--- src/mpc_defines.svh ---
// Register offsets, field positions and timing counts of the program controller
`ifndef MPC_DEFINES_SVH
`define MPC_DEFINES_SVH
`define OFF_CTRL 12'h000
`define OFF_STATUS 12'h004
`define OFF_TADDR 12'h008
`define OFF_CHAR 12'h00C
`define CTRL_START 4
`define CTRL_EXT 3
`define CTRL_UNLOCK 5
`define CTRL_STOP 6
`define CHAR_MOD 16
`define LIB_SIZE 1600
`define CLK_MHZ 200
`define TAPE_GAP_MS 200
`define TAPE_GAP_CYC (`TAPE_GAP_MS * 1000 * `CLK_MHZ)
`define PW_NEXT_LO 0
`define PW_NEXT_HI 1
`define PW_BR_LO 2
`define PW_BR_HI 3
`define PW_ACT 4
`define ACT_HALT_HI 0
`define ACT_HALT_LO 1
`define ACT_BR_HI 2
`define ACT_BR_LO 3
`define ACT_REPEAT 4
`define ACT_LAST 5
`endif

--- src/mpc_pkg.sv ---
// Types shared by the program controller
package mpc_pkg;
    typedef enum logic [2:0] {
        M_DISC_TAPE = 3'b000,
        M_LOCATE = 3'b001,
        M_DISC_SINGLE = 3'b010,
        M_DISC_SEQ = 3'b011,
        M_TAPE_SEQ = 3'b100,
        M_EXAMINE = 3'b101,
        M_REG_DISC = 3'b110,
        M_TAPE_DISC = 3'b111
    } mode_t;
    typedef enum logic [2:0] {
        S_IDLE = 3'b000,
        S_LOAD = 3'b001,
        S_PUNCH = 3'b010,
        S_PDONE = 3'b011,
        S_MEAS = 3'b100,
        S_WRITE = 3'b101,
        S_GAP = 3'b110
    } state_t;
endpackage

--- src/measurement_program_controller.sv ---
// Measurement program controller: APB registers, program word and function sequencer
`timescale 1ns/1ps
// ----------------------------------------------------------------
// Overview of operation
// Eight modes, run only after start
// Fixed-length program word drives instruments
// Disc-to-tape: fill from disc, shift to punch
// Disc-to-tape: ready after punch done
// Locate: seek next address after measurement
// Single disc test: load, measure, ready
// Disc sequence: reload next address on done
// Disc sequence: branch or halt on limits
// Above and below limit act differently
// Repeat out-of-limit measurement before acting
// Tape sequence: measure until stop signal
// Tape sequence: halt on out-of-limit
// Examine: show selected character
// Modify: replace selected character
// Disc write blocked unless interlock released
// Tape-to-disc: fill from tape, write disc
// Disc library of 1600 programs
// Disc measurements above 100 per second
// Tape measurements at most 5 per second
// External source replaces disc and tape
// Selector sampled at start only
// Ready only when idle
// ----------------------------------------------------------------
`include "mpc_defines.svh"

module measurement_program_controller
    import mpc_pkg::*;
#(
    parameter int NCHAR = 16,
    parameter int unsigned TAPE_GAP = `TAPE_GAP_CYC
) (
    input wire logic pclk,
    input wire logic presetn,
    input wire logic psel,
    input wire logic penable,
    input wire logic pwrite,
    input wire logic [11:0] paddr,
    input wire logic [31:0] pwdata,
    output logic [31:0] prdata,
    output logic pready,
    output logic pslverr,
    input wire logic start_ext,
    input wire logic disc_tgl,
    input wire logic [7:0] disc_data,
    input wire logic tape_tgl,
    input wire logic [7:0] tape_data,
    input wire logic ext_tgl,
    input wire logic [7:0] ext_data,
    input wire logic out_ack_tgl,
    input wire logic punch_done_tgl,
    input wire logic meas_done_tgl,
    input wire logic limit_hi,
    input wire logic limit_lo,
    input wire logic stop_in,
    output logic ready,
    output logic disc_seek,
    output logic disc_read,
    output logic [10:0] disc_addr,
    output logic meas_req,
    output logic punch_tgl,
    output logic disc_wr_tgl,
    output logic [7:0] out_data,
    output logic [7:0] char_display,
    output logic [NCHAR*8-1:0] prog_word
);
    localparam int CW = $clog2(NCHAR);
    localparam int SW = 34;
    localparam logic [CW-1:0] LASTC = CW'(NCHAR - 1);
    localparam logic [10:0] LIB = 11'(`LIB_SIZE);
    localparam logic [25:0] GAP_LD = 26'(TAPE_GAP - 1);

    typedef struct packed {
        logic [SW-1:0] sync1;
        logic [SW-1:0] sync2;
        logic [6:0] sync3;
        state_t st;
        mode_t mode_run;
        mode_t mode_sel;
        logic ext_src;
        logic unlock;
        logic stop;
        logic [10:0] taddr;
        logic [CW-1:0] char_sel;
        logic [7:0] new_data;
        logic [NCHAR-1:0][7:0] prog;
        logic [CW-1:0] cnt;
        logic pend;
        logic retried;
        logic halted;
        logic refused;
        logic [25:0] gap;
        logic ready;
        logic disc_seek;
        logic disc_read;
        logic [10:0] disc_addr;
        logic meas_req;
        logic punch_tgl;
        logic wr_tgl;
        logic [7:0] out_data;
        logic [7:0] display;
        logic pready;
        logic [31:0] prdata;
        logic pslverr;
    } ctl_t;

    ctl_t r_reg;
    ctl_t r_next;

    // Out-of-library addresses fold to zero so the disc never sees them
    function automatic logic [10:0] prog_addr(input logic [7:0] lo, input logic [7:0] hi);
        logic [10:0] a;
        a = {hi[2:0], lo};
        return (a < LIB) ? a : 11'h000;
    endfunction

    // ----------------------------------------------------------------
    // Pin events
    // ----------------------------------------------------------------
    logic [SW-1:0] pins;
    logic [6:0] ev;
    logic start_ev;
    logic from_tape;
    logic in_ev;
    logic [7:0] in_char;
    logic [7:0] act;
    logic hi;
    logic lo;
    logic oob;
    logic halt_hit;
    logic br_hit;
    logic stop_req;
    logic [10:0] next_a;
    logic [10:0] br_a;
    logic wr;
    logic start;
    logic mod_ev;
    logic [CW-1:0] mod_idx;
    logic [7:0] mod_dat;
    logic meas_ev;

    assign pins = {ext_data, tape_data, disc_data, stop_in, limit_lo, limit_hi,
                   meas_done_tgl, punch_done_tgl, out_ack_tgl, ext_tgl, tape_tgl,
                   disc_tgl, start_ext};
    // Sources flip a toggle per event, so no ack path is needed
    assign ev = r_reg.sync2[6:0] ^ r_reg.sync3;
    assign start_ev = r_reg.sync2[0] & ~r_reg.sync3[0];
    assign from_tape = (r_reg.mode_run == M_TAPE_SEQ) || (r_reg.mode_run == M_TAPE_DISC);
    // External data takes over when the ext bit of the control register is set
    assign in_ev = r_reg.ext_src ? ev[3] : (from_tape ? ev[2] : ev[1]);
    assign in_char = r_reg.ext_src ? r_reg.sync2[33:26]
                   : (from_tape ? r_reg.sync2[25:18] : r_reg.sync2[17:10]);
    assign act = r_reg.prog[`PW_ACT];
    assign hi = r_reg.sync2[7];
    assign lo = r_reg.sync2[8];
    assign oob = hi | lo;
    assign halt_hit = (hi & act[`ACT_HALT_HI]) | (lo & act[`ACT_HALT_LO]);
    assign br_hit = (hi & act[`ACT_BR_HI]) | (lo & act[`ACT_BR_LO]);
    assign stop_req = r_reg.sync2[9] | r_reg.stop;
    assign next_a = prog_addr(r_reg.prog[`PW_NEXT_LO], r_reg.prog[`PW_NEXT_HI]);
    assign br_a = prog_addr(r_reg.prog[`PW_BR_LO], r_reg.prog[`PW_BR_HI]);
    assign wr = psel & penable & r_reg.pready & pwrite & ~r_reg.pslverr;
    assign start = (r_reg.st == S_IDLE)
                 & (start_ev | (wr & (paddr == `OFF_CTRL) & pwdata[`CTRL_START]));
    assign mod_ev = wr & (paddr == `OFF_CHAR) & pwdata[`CHAR_MOD]
                  & (r_reg.st == S_IDLE) & (r_reg.mode_sel == M_EXAMINE);
    assign mod_idx = pwdata[CW-1:0];
    assign mod_dat = pwdata[15:8];
    assign meas_ev = (r_reg.st == S_MEAS) & ev[6];

    // ----------------------------------------------------------------
    // Next state
    // ----------------------------------------------------------------
    always_comb begin
        r_next = r_reg;
        r_next.sync1 = pins;
        r_next.sync2 = r_reg.sync1;
        r_next.sync3 = r_reg.sync2[6:0];
        r_next.pready = 1'b0;
        if (r_reg.gap != 26'h0) begin
            r_next.gap = r_reg.gap - 26'h1;
        end
        // Zero wait states: data is registered in the setup cycle
        if (psel && !penable) begin
            r_next.pready = 1'b1;
            r_next.pslverr = 1'b0;
            unique case (paddr)
                `OFF_CTRL: r_next.prdata = {25'h0, r_reg.stop, r_reg.unlock, 1'b0,
                                            r_reg.ext_src, r_reg.mode_sel};
                `OFF_STATUS: r_next.prdata = {23'h0, r_reg.refused, r_reg.halted,
                                              r_reg.st, r_reg.mode_run, r_reg.ready};
                `OFF_TADDR: r_next.prdata = {21'h0, r_reg.taddr};
                `OFF_CHAR: r_next.prdata = {8'h0, r_reg.display, r_reg.new_data,
                                            8'(r_reg.char_sel)};
                default: begin
                    r_next.prdata = 32'h0;
                    r_next.pslverr = 1'b1;
                end
            endcase
        end
        if (wr && paddr == `OFF_CTRL) begin
            r_next.mode_sel = mode_t'(pwdata[2:0]);
            r_next.ext_src = pwdata[`CTRL_EXT];
            r_next.unlock = pwdata[`CTRL_UNLOCK];
            r_next.stop = pwdata[`CTRL_STOP];
        end
        if (wr && paddr == `OFF_TADDR && pwdata[10:0] < LIB) begin
            r_next.taddr = pwdata[10:0];
        end
        if (wr && paddr == `OFF_CHAR) begin
            r_next.char_sel = mod_idx;
            r_next.new_data = mod_dat;
        end
        if (mod_ev) begin
            r_next.prog[mod_idx] = mod_dat;
        end
        unique case (r_reg.st)
            S_IDLE: begin
                if (start) begin
                    // Mode latched here; later selector moves are ignored
                    r_next.mode_run = r_next.mode_sel;
                    r_next.halted = 1'b0;
                    r_next.refused = 1'b0;
                    r_next.retried = 1'b0;
                    r_next.cnt = '0;
                    r_next.disc_addr = r_reg.taddr;
                    r_next.disc_seek = 1'b0;
                    unique case (r_next.mode_sel)
                        M_EXAMINE: r_next.st = S_IDLE;
                        M_REG_DISC: begin
                            if (r_next.unlock) begin
                                r_next.st = S_WRITE;
                                r_next.disc_seek = 1'b1;
                            end else begin
                                r_next.refused = 1'b1;
                            end
                        end
                        M_TAPE_DISC: begin
                            if (r_next.unlock) begin
                                r_next.st = S_LOAD;
                            end else begin
                                r_next.refused = 1'b1;
                            end
                        end
                        M_TAPE_SEQ: r_next.st = S_LOAD;
                        default: begin
                            r_next.st = S_LOAD;
                            r_next.disc_seek = ~r_reg.ext_src;
                        end
                    endcase
                end
            end
            S_LOAD: begin
                if (in_ev) begin
                    // Characters shift in from the top, first lands in cell 0
                    r_next.prog = {in_char, r_reg.prog[NCHAR-1:1]};
                    r_next.cnt = r_reg.cnt + 1'b1;
                    if (r_reg.cnt == LASTC) begin
                        r_next.cnt = '0;
                        r_next.disc_seek = 1'b0;
                        unique case (r_reg.mode_run)
                            M_DISC_TAPE: r_next.st = S_PUNCH;
                            M_TAPE_DISC: begin
                                r_next.st = S_WRITE;
                                r_next.disc_seek = 1'b1;
                            end
                            default: begin
                                r_next.st = S_MEAS;
                                r_next.meas_req = 1'b1;
                                if (from_tape) begin
                                    r_next.gap = GAP_LD;
                                end
                            end
                        endcase
                    end
                end
            end
            S_PUNCH, S_WRITE: begin
                if (!r_reg.pend) begin
                    r_next.out_data = r_reg.prog[0];
                    r_next.pend = 1'b1;
                    if (r_reg.st == S_PUNCH) begin
                        r_next.punch_tgl = ~r_reg.punch_tgl;
                    end else begin
                        r_next.wr_tgl = ~r_reg.wr_tgl;
                    end
                end else if (ev[4]) begin
                    // Rotate, not shift, so the word survives the transfer
                    r_next.pend = 1'b0;
                    r_next.prog = {r_reg.prog[0], r_reg.prog[NCHAR-1:1]};
                    r_next.cnt = r_reg.cnt + 1'b1;
                    if (r_reg.cnt == LASTC) begin
                        r_next.cnt = '0;
                        if (r_reg.st == S_PUNCH) begin
                            r_next.st = S_PDONE;
                        end else begin
                            r_next.st = S_IDLE;
                            r_next.unlock = 1'b0;
                            r_next.disc_seek = 1'b0;
                        end
                    end
                end
            end
            S_PDONE: begin
                if (ev[5]) begin
                    r_next.st = S_IDLE;
                end
            end
            S_MEAS: begin
                if (ev[6]) begin
                    r_next.meas_req = 1'b0;
                    unique case (r_reg.mode_run)
                        M_LOCATE: begin
                            // Park the disc on the following program
                            r_next.taddr = (r_reg.taddr == LIB - 11'h1) ? 11'h000
                                         : r_reg.taddr + 11'h1;
                            r_next.disc_addr = r_next.taddr;
                            r_next.disc_seek = 1'b1;
                            r_next.st = S_IDLE;
                        end
                        M_DISC_SEQ, M_TAPE_SEQ: begin
                            if (oob && act[`ACT_REPEAT] && !r_reg.retried) begin
                                r_next.retried = 1'b1;
                                if (from_tape) begin
                                    r_next.st = S_GAP;
                                end else begin
                                    r_next.meas_req = 1'b1;
                                end
                            end else begin
                                r_next.retried = 1'b0;
                                if (halt_hit) begin
                                    r_next.st = S_IDLE;
                                    r_next.halted = 1'b1;
                                end else if (from_tape) begin
                                    r_next.st = stop_req ? S_IDLE : S_GAP;
                                end else if (br_hit) begin
                                    r_next.st = S_LOAD;
                                    r_next.disc_addr = br_a;
                                    r_next.disc_seek = ~r_reg.ext_src;
                                end else if (act[`ACT_LAST]) begin
                                    r_next.st = S_IDLE;
                                end else begin
                                    r_next.st = S_LOAD;
                                    r_next.disc_addr = next_a;
                                    r_next.disc_seek = ~r_reg.ext_src;
                                end
                            end
                        end
                        default: r_next.st = S_IDLE;
                    endcase
                end
            end
            S_GAP: begin
                // Disc path has no pacing, only the tape path waits
                if (r_reg.gap == 26'h0) begin
                    if (r_reg.retried) begin
                        r_next.st = S_MEAS;
                        r_next.meas_req = 1'b1;
                        r_next.gap = GAP_LD;
                    end else begin
                        r_next.st = S_LOAD;
                    end
                end
            end
            default: r_next.st = S_IDLE;
        endcase
        r_next.ready = (r_next.st == S_IDLE);
        r_next.disc_read = (r_next.st == S_LOAD) && !from_tape && !r_reg.ext_src;
        r_next.display = (r_next.mode_sel == M_EXAMINE)
                       ? r_next.prog[r_next.char_sel] : 8'h00;
    end

    always_ff @(posedge pclk or negedge presetn) begin
        if (!presetn) begin
            r_reg <= '0;
        end else begin
            r_reg <= r_next;
        end
    end

    assign prdata = r_reg.prdata;
    assign pready = r_reg.pready;
    assign pslverr = r_reg.pslverr;
    assign ready = r_reg.ready;
    assign disc_seek = r_reg.disc_seek;
    assign disc_read = r_reg.disc_read;
    assign disc_addr = r_reg.disc_addr;
    assign meas_req = r_reg.meas_req;
    assign punch_tgl = r_reg.punch_tgl;
    assign disc_wr_tgl = r_reg.wr_tgl;
    assign out_data = r_reg.out_data;
    assign char_display = r_reg.display;
    assign prog_word = r_reg.prog;
endmodule // measurement_program_controller

--- config.mk ---
export PLATFORM = sky130hd
export DESIGN_NAME = measurement_program_controller
export DESIGN_NICKNAME = d
export VERILOG_FILES = /design/src/mpc_pkg.sv /design/src/measurement_program_controller.sv
export VERILOG_INCLUDE_DIRS = /design/src
export SDC_FILE = /design/constraint.sdc
export NUM_CORES = 1
export LEC_CHECK = 0
export BUFFER_PORTS_ARGS = -buffer_cell sky130_fd_sc_hd__buf_2
export CAP_MARGIN = 20
export CORE_AREA = 4 4 182 184
export CTS_BUF_LIST = sky130_fd_sc_hd__clkbuf_8
export DETAILED_ROUTE_END_ITERATION = 12
export DIE_AREA = 0 0 186 188
export GPL_TIMING_DRIVEN = 1
export PLACE_DENSITY_LB_ADDON = 0.2
export SLEW_MARGIN = 20
export SYNTH_ARGS = -nofsm -noshare
export SYNTH_HDL_FRONTEND = slang
export SYNTH_SLANG_ARGS = --single-unit
--- constraint.sdc ---
create_clock -name pclk -period 5.5 [get_ports pclk]
set_input_delay 0.275 -clock pclk [delete_from_list [all_inputs] [get_ports pclk]]
set_output_delay 0.275 -clock pclk [all_outputs]
set_load 0.1 [all_outputs]
After elaboration in Yosys (flattened, before gate mapping)

Index checks and enable logic that the tools add are counted.

Bits in registers: 339
Output and inout bits: 195
Logic and storage cells: 278

Add/sub/neg operators: 3
Magnitude comparators: 6
Equal/unequal tests: 40
Muxes and demuxes: 113
Bitwise logic cells: 29
Reduce and logical (&&, ||, !) cells: 41

Operators with widths:

| cell                                                 | number |
|---|---|
| 2-to-1 mux 132 bit                                   | 2 |
| case mux 128 bit (2 select lines)                    | 1 |
| 2-to-1 mux 26 bit                                    | 7 |
| 2-to-1 mux 11 bit                                    | 13 |
| 2-to-1 mux 133 bit                                   | 1 |
| bitwise mux 128 bit                                  | 1 |
| 2-to-1 mux 128 bit                                   | 1 |
| case mux 24 bit (4 select lines)                     | 1 |
| 2-to-1 mux 3 bit                                     | 19 |
| case mux 26 bit (2 select lines)                     | 1 |
| case mux 11 bit (2 select lines)                     | 2 |
| 2-to-1 mux 8 bit                                     | 5 |
| 2-to-1 mux 1 bit                                     | 38 |
| 2-to-1 mux 34 bit                                    | 1 |
| less-than comparator 11 bit, second input constant   | 3 |
| binary-select mux 8 bit (select 4 bit)               | 1 |
| demux 8 bit (select 4 bit)                           | 1 |
| equality test 3 bit, second input constant           | 10 |
| logical NOT 26 bit                                   | 1 |
| inequality test 2 bit, second input constant         | 13 |
| nonzero test 26 bit                                  | 1 |
| subtractor 26 x 1 -> 26 bit, second input constant   | 1 |
| equality test 12 x 4 -> 1 bit, second input constant | 2 |
| 2-to-1 mux 12 bit                                    | 2 |
| 47 further kinds                                     | 104 |

Logic depth before layout (Yosys ltp)

Gate-level depths: netlist of the first run.

Word-level depth: 15
Depth in mapped cells: 14
Depth with buffers taken out: 10

Least setup slack after synthesis of the first run

Ideal clock, no wire load.

Path type: register -> register
From: reg r_reg (netlist bit pready)
To: reg r_reg (netlist bit char_display[5])
Setup time: 150 ps
Arrival: 3,062 ps
Path slack: 2,288 ps
Cell stages (with the launch flop): 10
Path buffers: 1
Period minus slack after synthesis: 3,212 ps
Path through: dfrtp_1 -> nand4_1 -> nor4_1 -> buf_4 -> nand4_2 -> mux2_2 -> a221oi_1 -> o221ai_1 -> a32oi_1 -> a211oi_1

RTL lines:

| element                | RTL line                              | source |
|---|---|---|
| start, declared        | measurement_program_controller.sv:110 | `ctl_t r_reg;` |
| start signal, assigned | measurement_program_controller.sv:380 | `r_reg <= r_next;` |

==> reports/qor.yml, run 1 <==
tightest_slew_ns: 1.045
critPathLaunchType: "register"
layout-drive-gt1-share_pct: 24.17
synth_seq_cells: 331
cts_sinks: 331
leakagePower_nw: 10.45
end_kind: "register"
postSynth.asyncResetShare_pct: 100.0
critical_path_arrival_ns: 4.64
hold_viol_final: 0
skew_ns: 0.02940
vias: 15600
num-nets-final: 2067
grt_pass1_vias: 15010
largest_reg_flops: 120
grt_pass1_wl_mm: 89.02
gp_congestion: 0.9505
synthFlopType: "dfrtp_1"
hold_class: "in2reg"
syn2layout_area_growth_pct: 9.202
multi_input_comb_area_sq_um: 8284
fill_cells: 2580
critPathRequiredTime_ns: 5.97
die-area_sq_um: 34970
maxCapViolations: 0
seqCellArea_sq_um: 8283
reg2reg_from: "r_reg[259]"
max_freq_mhz: 239.6
ys_seq_area_share_pct: 44.33
place_hpwl_mm: 40.88
grt_max_degree: 135
final_antenna_net_count: 0
core_sq_um: 31390
routedWlPerCell_um: 24.13
path_clk_slew_ns: 0.07
drtIter0Drc: 1844
maxSlewHeadroom_pct: 30.35
grt_overflow_total: 0
min_period_over_period_pct: 75.87
design_power_total_w: 0.01218
min-delay-start: "pwdata[0]"
cts_made_buffers: 54
antenna_found_initial: 2
worstSetupPathType: "reg2reg"
die_w_um: 186
routed_wl_mm: 58.63
syn_avg_cell_area_sq_um: 9.731
synth_cell_types: 94
initial_core_util_pct: 59.51
yosys_warnings: 0
die_y_um: 188
std_cell_rows: 65
cts.path.max_buffers: 3
setup_tns_ns: 0
worstPathMaxFanout: 28
syn-instance-count: 1920
insertion_delay_ns: 0.62
synth_area_sq_um: 18680
finalMaxSlewViolations: 0
cts_tree: "done"
drcViolationCount: 0
grt_usage_pct: 32.65
power.density_nw_per_um2: 596.9
cts_resized: 0
setup_viol_count_final: 0
port_buffers: 254
cts_setup_buffers: 0
outcome: "finished, final reports clean"
fin_crit_ns: 4.173
startpoint: "r_reg[259]"
viasPerCell: 6.418
ir_drop_mv: 0.5458
htreeDepth: 2
synth-edff-count: 0
rsz0062_at_grt: "no"
drtPass1Iterations: 8
io_pins: 278
cts-root-buf: "clkbuf_8"
[metal layers]
metal	global-route usage [%]	wire, um	share of wire [%]	vias up
li1	-	-	-	6874
met1	46.68	23620	40	7551
met3	8.458	6753	12	143
met2	48.15	26040	44	1028
met4	12.11	2219	3.8	0
met5	0	0	0	-
[where the power goes]
group | total [W] | switching, W | leakage, nW | internal, W
clock | 0.00239 | 0.00107 | 0.669 | 0.00132
sequential | 0.00368 | 0.000675 | 4.26 | 0.00300
combinational | 0.00611 | 0.00493 | 5.51 | 0.00118
total | 0.0122 | 0.00667 | 10.4 | 0.00550
[critical path, stage by stage (launching register included)]
cell and delay (ns):
dfrtp_1 0.50, xnor2_1 0.40, a211oi_1 0.20, o31a_2 0.61, nor2_4 0.74, buf_4 0.45
mux2_2 0.39, a2bb2oi_1 0.13, a21boi_0 0.13, a311oi_1 0.42
[synthesized netlist by cell type, types with 15 or more instances]
master	n	area [sq um]
nand2b_1	16	100.1
o21ai_0	131	655.6
nand3_1	75	375.4
a31oi_1	18	112.6
a211oi_1	19	142.6
mux2_2	59	664.4
buf_2	22	110.1
dfrtp_1	331	8283
mux2i_1	145	1451
nand2_1	192	720.7
and3_1	15	93.84
a21oi_1	45	225.2
a22o_1	16	140.1
nor2_1	106	397.9
nor3_1	26	130.1
inv_1	45	168.9
o211ai_1	61	457.9
clkbuf_1	95	356.6
buf_4	191	1434
[path summary, 6_finish.rpt]
kind | endpoint | slack (ns) | cells past startpoint
max | char_display[0] | 1.33 | 9
min | r_reg[241] | 0.09 | 3
max reg2reg | char_display[0] | 1.33 | 9
min reg2reg | r_reg[294] | 0.34 | 0
max in group asynchronous | r_reg[84] | 3.82 | 3
min in group asynchronous | prdata[4] | 0.24 | 2
[per-stage QoR]
stage	setup WS (ns)	area, sq um	hold slack (ns)	util [%]	std cells
2_1_floorplan	2.288	18710	-0.02059	-	1927
3_3_place_gp	1.373	18790	0.3272	59.84	2288
3_5_place_dp	1.272	18790	0.3347	59.84	2288
4_1_cts	1.427	20400	0.05501	64.98	2429
5_1_grt	1.190	20400	0.09060	64.99	2430
6_report	1.327	20400	0.08661	64.99	2430
[placed cells by master (no fill, tap or decap), types with 12 or more instances in the layout]
cell type	n
a211oi_1	19
a21oi_1	44
a221oi_1	12
a22o_1	16
a22oi_1	14
a31oi_1	18
and3_1	15
buf_2	253
buf_4	29
clkbuf_8	68
dfrtp_1	331
dlygate4sd3_1	39
inv_1	57
mux2_2	59
mux2i_1	145
nand2_1	190
nand2b_1	16
nand3_1	75
nand4_1	14
nor2_1	105
nor3_1	26
nor4_1	13
o211ai_1	61
o21ai_0	130
xor2_1	14
[repair_timing]
item                       4_1_cts  5_1_grt
hold buffers                    39        0
hold endpoints to repair       125        0
setup endpoints to repair        0        0
[layout make-up]
cell class                 count  area share (%)
multi-input combinational   1223           40.60
sequential                   331           40.60
timing repair buffer         324           9.457
clock buffer                  68           4.587
tap                          402           2.465
clock inverter                34           1.411
inverter                      47          0.8647
antenna                        1         0.01227
[kinds of logic (layout without fill, tap and decap cells)]
kind of cell	count (synthesis)	in the layout	share of synthesized area, %
AOI/OAI and AO/OA	440	440	16.11
xor gates and xnor gates	25	25	1.172
adders and majority gates	3	3	0.2009
buffers and inverters	373	473	11.72
DFF	331	331	44.33
muxes	208	208	11.81
other	1	9	0.02007
and+or+nand+nor	539	539	14.63
No activity file was read; power rests on OpenSTA's default activity.
==> run 2, diff against run 1 <==
--- a/config.mk
+++ b/config.mk
@@ -8,10 +8,10 @@
 export LEC_CHECK = 0
 export BUFFER_PORTS_ARGS = -buffer_cell sky130_fd_sc_hd__buf_2
 export CAP_MARGIN = 20
-export CORE_AREA = 4 4 182 184
+export CORE_AREA = 4 4 192 194
 export CTS_BUF_LIST = sky130_fd_sc_hd__clkbuf_8
 export DETAILED_ROUTE_END_ITERATION = 12
-export DIE_AREA = 0 0 186 188
+export DIE_AREA = 0 0 196 198
 export GPL_TIMING_DRIVEN = 1
 export PLACE_DENSITY_LB_ADDON = 0.2
 export SLEW_MARGIN = 20
==> constraint.sdc (replaced) <==
create_clock -name pclk -period 3.7 [get_ports pclk]
set_input_delay 0.185 -clock pclk [delete_from_list [all_inputs] [get_ports pclk]]
set_output_delay 0.185 -clock pclk [all_outputs]
set_load 0.1 [all_outputs]
==> run 2 against run 1 <==
Clock skew grew 0.0065 ns. Die area grew 11%. Sequential power grew 49%. First-iteration DRC count shrank 9.7%. Clock power grew 45%. Non-clock buffer count grew 77. Fmax grew 19%. Count of clock-buffer cells in the layout grew 3. Register-to-register slack lost 1.1 ns. Critical path type unchanged.
==> reports/qor.yml, run 2 (synthesis results as in run 1) <==
outcome: "finished, final reports clean"  # unchanged
post-place-ws_ns: 0.2358  # was 1.272 ns
pwr-share-comb_pct: 51.1  # was 50.2%
critPathLaunchType: "register"  # unchanged
maxCapViolations: 0  # unchanged
final_common_cell: "dfrtp_1"  # unchanged
grt_usage_pct: 31.12  # was 32.65%
routed_wl_mm: 61.74  # was 58.63 mm
cts_made_buffers: 54  # unchanged
num-nets-final: 2144  # was 2067
grt_max_degree: 98  # was 135
grt_overflow_total: 0  # unchanged
worstPathMaxFanout: 20  # was 28
critical_path_arrival_ns: 4.01  # was 4.64 ns
end_kind: "register"  # unchanged
fin_crit_ns: 3.503  # was 4.173 ns
maxSlewHeadroom_pct: 49.89  # was 30.35%
std_cell_rows: 69  # was 65
worstSetupPathType: "reg2reg"  # unchanged
cts.path.max_buffers: 3  # unchanged
die-area_sq_um: 38810  # was 34970 sq um
die_w_um: 196  # was 186 um
initial_core_util_pct: 53.04  # was 59.51%
fill_cells: 3055  # was 2580
pwr-share-seq_pct: 29.9  # was 30.2%
vias: 15840  # was 15600
io_pins: 278  # unchanged
gp_congestion: 0.9433  # was 0.9505
ir_drop_mv: 1.017  # was 0.5458 mV
power.density_nw_per_um2: 864.9  # was 596.9 nW/um^2
grt_pass1_wl_mm: 93.20  # was 89.02 mm
antenna_found_initial: 0  # was 2
max_freq_mhz: 285.5  # was 239.6 MHz
fin_util_pct: 59.98  # was 64.99%
largest_reg_flops: 120  # unchanged
place_area_sq_um: 19460  # was 18790 sq um
skew_ns: 0.03593  # was 0.02940 ns
core_sq_um: 35220  # was 31390 sq um
rsz0062_at_grt: "no"  # unchanged
cts-root-buf: "clkbuf_8"  # unchanged
placed_cells: 2414  # was 2288
insertion_delay_ns: 0.67  # was 0.62 ns
power_frac_clock_pct: 19.0  # was 19.6%
stdcell_area_sq_um: 21130  # was 20400 sq um
final_antenna_net_count: 0  # unchanged
setup_tns_ns: 0  # unchanged
place_hpwl_mm: 44.09  # was 40.88 mm
fin_ws_ns: 0.1973  # was 1.327 ns
hold_viol_final: 0  # unchanged
die_y_um: 198  # was 188 um
intPower_w: 0.008296  # was 0.005505 W
setup_viol_count_final: 0  # unchanged
leakagePower_nw: 10.84  # was 10.45 nW
critPathRequiredTime_ns: 4.21  # was 5.97 ns
grt_pass1_vias: 15420  # was 15010
drtIter0Drc: 1665  # was 1844
path_clk_slew_ns: 0.06  # was 0.07 ns
p_sw_share_pct: 54.60  # was 54.80%
hold_class: "in2reg"  # unchanged
tightest_slew_ns: 0.7498  # was 1.045 ns
syn2layout_area_growth_pct: 13.09  # was 9.202%
cts_sinks: 331  # unchanged
drtPass1Iterations: 6  # was 8
finalMaxSlewViolations: 0  # unchanged
cts_tree: "done"  # unchanged
switchingPower_w: 0.009978  # was 0.006673 W
port_buffers: 254  # unchanged
antenna-diode-count: 0  # was 1
instances_no_fill: 2559  # was 2430
routedWlPerCell_um: 24.13  # about the same
drcViolationCount: 0  # unchanged
mostFrequentLayoutCells: "dfrtp_1, buf_2, nand2_1"  # unchanged
viasPerCell: 6.189  # was 6.418
layout-drive-gt1-share_pct: 26.12  # was 24.17%
htreeDepth: 2  # unchanged
min_period_over_period_pct: 94.67  # was 75.87%
==> run 2: changes by cell type in the layout (fill, tap and decap cells not counted), sizes merged, moves of 3 or more <==
cell	change
buf	+67
clkbuf	+3
clkinv	-8
clkinvlp	-4
dlygate4sd3	+10
inv	+4
==> run 2: final cells by class <==
type | instances | area [sq um] | share of cell area [%]
clock buffer | 71 | 977.2 | 4.625
clock inverter | 25 | 197.7 | 0.9357
multi-input combinational | 1223 | 8284 | 39.21
timing repair buffer | 401 | 2633 | 12.46
tap | 461 | 576.8 | 2.730
inverter | 47 | 176.4 | 0.8350
sequential | 331 | 8283 | 39.20
==> run 2: final timing paths <==
kind	end	cells after the start	startpoint	slack [ns]
worst max-delay path	char_display[7]	9	r_reg[262]	0.20
worst min-delay path	r_reg[254]	3	pwdata[3]	0.05
worst max register to register	char_display[7]	9	r_reg[262]	0.20
worst min register to register	r_reg[303]	0	r_next[303]	0.34
max in group asynchronous	r_reg[240]	3	presetn	2.65
min in group asynchronous	prdata[5]	2	presetn	0.17
==> run 2: power by group through the flow <==
stage	registers, W	logic, W	clock network, W
global route	0.00554	0.00976	0.00368
floorplan	0.00524	0.00814	0
CTS	0.00542	0.00928	0.00353
detailed placement	0.00547	0.00922	0
global placement	0.00544	0.00913	0
finish	0.00547	0.00934	0.00346
==> run 2: metrics by stage <==
stage / power [W] / hold slack, ns
global placement: 0.01458 / 0.2820
CTS: 0.01824 / 0.008159
detailed placement: 0.01469 / 0.2794
finish: 0.01827 / 0.04526
floorplan: 0.01337 / -0.1106
global route: 0.01899 / 0.08335
==> run 2: worst max-delay path: stages (launching register included) <==
cell and delay [ns]:
dfrtp_1 0.37, or4b_1 0.58, nor4_2 0.41, buf_12 0.23, nand4_2 0.43, buf_4 0.33, mux2i_1 0.20, o32ai_1 0.13
nor4b_2 0.54, a211oi_1 0.14
==> run 2: layer usage <==
layer  share of wire, %  GRT usage, %
met4                3.8         12.10
met1                 42         44.64
met3                 10         6.636
met5                  0             0
met2                 44         46.64
==> run 2: timing repair <==
item	CTS	global route
hold buffers	49	0
buffers inserted	0	0
setup endpoints to repair	0	0
hold endpoints to repair	144	0
gates resized for setup	0	0
==> run 3, diff against run 2 <==
--- a/config.mk
+++ b/config.mk
@@ -8,10 +8,10 @@
 export LEC_CHECK = 0
 export BUFFER_PORTS_ARGS = -buffer_cell sky130_fd_sc_hd__buf_2
 export CAP_MARGIN = 20
-export CORE_AREA = 4 4 192 194
+export CORE_AREA = 4 4 255 257
 export CTS_BUF_LIST = sky130_fd_sc_hd__clkbuf_8
 export DETAILED_ROUTE_END_ITERATION = 12
-export DIE_AREA = 0 0 196 198
+export DIE_AREA = 0 0 259 261
 export GPL_TIMING_DRIVEN = 1
 export PLACE_DENSITY_LB_ADDON = 0.2
 export SLEW_MARGIN = 20
==> run 3 against run 2 <==
Critical path depth up 2. Fmax is 3.1% higher. Non-clock buffer count rose by 42. Final cell count increased by 17%. Combinational power grew 2.8%. Largest power group unchanged.
==> reports/qor.yml, run 3 (synthesis results as in run 1) <==
outcome: "finished, final reports clean"  # unchanged
grt_pass1_vias: 15760  # was 15420
tightest_slew_ns: 0.7603  # was 0.7498 ns
post-place-ws_ns: 0.3181  # was 0.2358 ns
setup_viol_count_final: 0  # unchanged
grt_pass1_wl_mm: 108.0  # was 93.20 mm
drcViolationCount: 0  # unchanged
antenna_found_initial: 3  # was 0
worstPathMaxFanout: 20  # unchanged
finalMaxSlewViolations: 0  # unchanged
mostFrequentLayoutCells: "dfrtp_1, buf_2, nand2_1"  # unchanged
initial_core_util_pct: 29.78  # was 53.04%
path_clk_slew_ns: 0.06  # about the same
setup_tns_ns: 0  # unchanged
grt_max_degree: 91  # was 98
crit_top_cell: "buf_4"
routedWlPerCell_um: 24.58  # was 24.13 um
power.density_nw_per_um2: 853.3  # was 864.9 nW/um^2
leakagePower_nw: 11.11  # was 10.84 nW
cts.path.max_buffers: 3  # unchanged
final_common_cell: "dfrtp_1"  # unchanged
max_stage_delay_ns: 0.57  # was 0.58 ns
syn2layout_area_growth_pct: 18.33  # was 13.09%
io_pins: 278  # unchanged
core_sq_um: 62740  # was 35220 sq um
cts_setup_buffers: 0  # unchanged
insertion_delay_ns: 0.70  # was 0.67 ns
critical_path_arrival_ns: 3.99  # was 4.01 ns
std_cell_rows: 92  # was 69
die-area_sq_um: 67600  # was 38810 sq um
drtIter0Drc: 1446  # was 1665
fin_crit_ns: 3.399  # was 3.503 ns
critPathRequiredTime_ns: 4.29  # was 4.21 ns
grt_usage_pct: 21.19  # was 31.12%
layout-drive-gt1-share_pct: 27.95  # was 26.12%
routed_wl_mm: 73.78  # was 61.74 mm
cp_slowest_cell: "or4b_1"  # unchanged
worstSetupPathType: "reg2reg"  # unchanged
cp_cell_sequence: "or4b_1, nor4_2, buf_12, nand4_2, mux2_2, a221oi_1, o221ai_1, a32oi_1, buf_4, a211oi_1, buf_4"  # was or4b_1, nor4_2, buf_12, nand4_2, buf_4, mux2i_1, o32ai_1, nor4b_2, a211oi_1
cts_made_buffers: 61  # was 54
rsz0062_at_grt: "no"  # unchanged
fin_ws_ns: 0.3015  # was 0.1973 ns
cts_resized: 0  # unchanged
htreeDepth: 2  # unchanged
hold_class: "in2async"  # was in2reg
die_w_um: 259  # was 196 um
grt_overflow_total: 0  # unchanged
port_buffers: 254  # unchanged
cts_sinks: 331  # unchanged
place_hpwl_mm: 54.32  # was 44.09 mm
cts-root-buf: "clkbuf_8"  # unchanged
min_period_over_period_pct: 91.85  # was 94.67%
design_power_total_w: 0.01887  # was 0.01827 W
hold_viol_final: 0  # unchanged
multi_input_comb_area_sq_um: 8284  # unchanged
maxCapViolations: 0  # unchanged
fill_cells: 6430  # was 3055
stdcell_area_sq_um: 22110  # was 21130 sq um
final_antenna_net_count: 0  # unchanged
place_area_sq_um: 20300  # was 19460 sq um
gp_congestion: 0.8851  # was 0.9433
cts_tree: "done"  # unchanged
end_kind: "register"  # unchanged
largest_reg_flops: 120  # unchanged
drtPass1Iterations: 5  # was 6
num-nets-final: 2193  # was 2144
critPathLaunchType: "register"  # unchanged
die_y_um: 261  # was 198 um
viasPerCell: 5.297  # was 6.189
ir_drop_mv: 0.6322  # was 1.017 mV
seqCellArea_sq_um: 8283  # unchanged
vias: 15900  # was 15840
max_freq_mhz: 294.2  # was 285.5 MHz
maxSlewHeadroom_pct: 49.19  # was 49.89%
skew_ns: 0.05620  # was 0.03593 ns
==> run 3: changes by cell type in the layout (fill, tap and decap cells not counted), sizes merged <==
cell | before | now
clkbuf | 71 | 81
bufinv | 3 | 2
buf | 352 | 393
clkinvlp | 0 | 2
dlygate4sd3 | 49 | 50
diode | 0 | 1
clkinv | 4 | 7
==> run 3: repair_timing <==
item | in CTS | in global routing
hold endpoints to repair | 126 | 0
hold buffers | 50 | 0
endpoints found under the setup margin | 0 | 0
==> run 3: final cells by class <==
type,instances,share of cell area (%)
antenna,1,0.01132
multi-input combinational,1223,37.47
timing repair buffer,443,13.57
tap,846,4.788
sequential,331,37.47
inverter,47,0.7980
clock inverter,29,0.8489
clock buffer,81,5.043
==> run 3: where the power goes <==
part           internal, W  switching [W]
clock              0.00209        0.00169
sequential         0.00447        0.00102
combinational      0.00197        0.00763
total              0.00852         0.0103
==> run 3: per-stage QoR <==
| stage | utilization, % | instances | hold WS [ns] |
|---|---|---|---|
| finish | 35.24 | 3001 | 0.03743 |
| global route | 35.24 | 3001 | 0.07676 |
| CTS | 35.24 | 3000 | 0.005873 |
| detailed placement | 32.36 | 2840 | 0.2098 |
| global placement | 32.36 | 2840 | 0.2068 |
| floorplan | - | 1927 | -0.1106 |
==> run 3: worst paths after layout <==
kind,to,from,cells after the start,slack [ns]
worst max register to register,char_display[5],r_reg[262],11,0.30
max in group asynchronous,prog_word[108],presetn,3,2.58
min in group pclk,prdata[3],psel,5,0.09
worst min register to register,r_reg[295],r_next[295],0,0.33
worst max-delay path,char_display[5],r_reg[262],11,0.30
worst min-delay path,prdata[16],presetn,2,0.04
==> run 3: metal layers <==
metal	track usage, %	vias up	wire (um)
met2	33.36	674	33620
li1	-	7117	-
met4	5.877	0	2033
met5	0	-	0
met3	4.429	133	5611
met1	29.73	7973	32510
==> run 3: worst max-delay path, delay by kind of cell (launching register included) <==
family                 cells  cell delay, ns
muxes                      1            0.33
buffers and inverters      3            0.57
DFF                        1            0.37
AOI/OAI and AO/OA          4            1.00
and+or+nand+nor            3            1.06
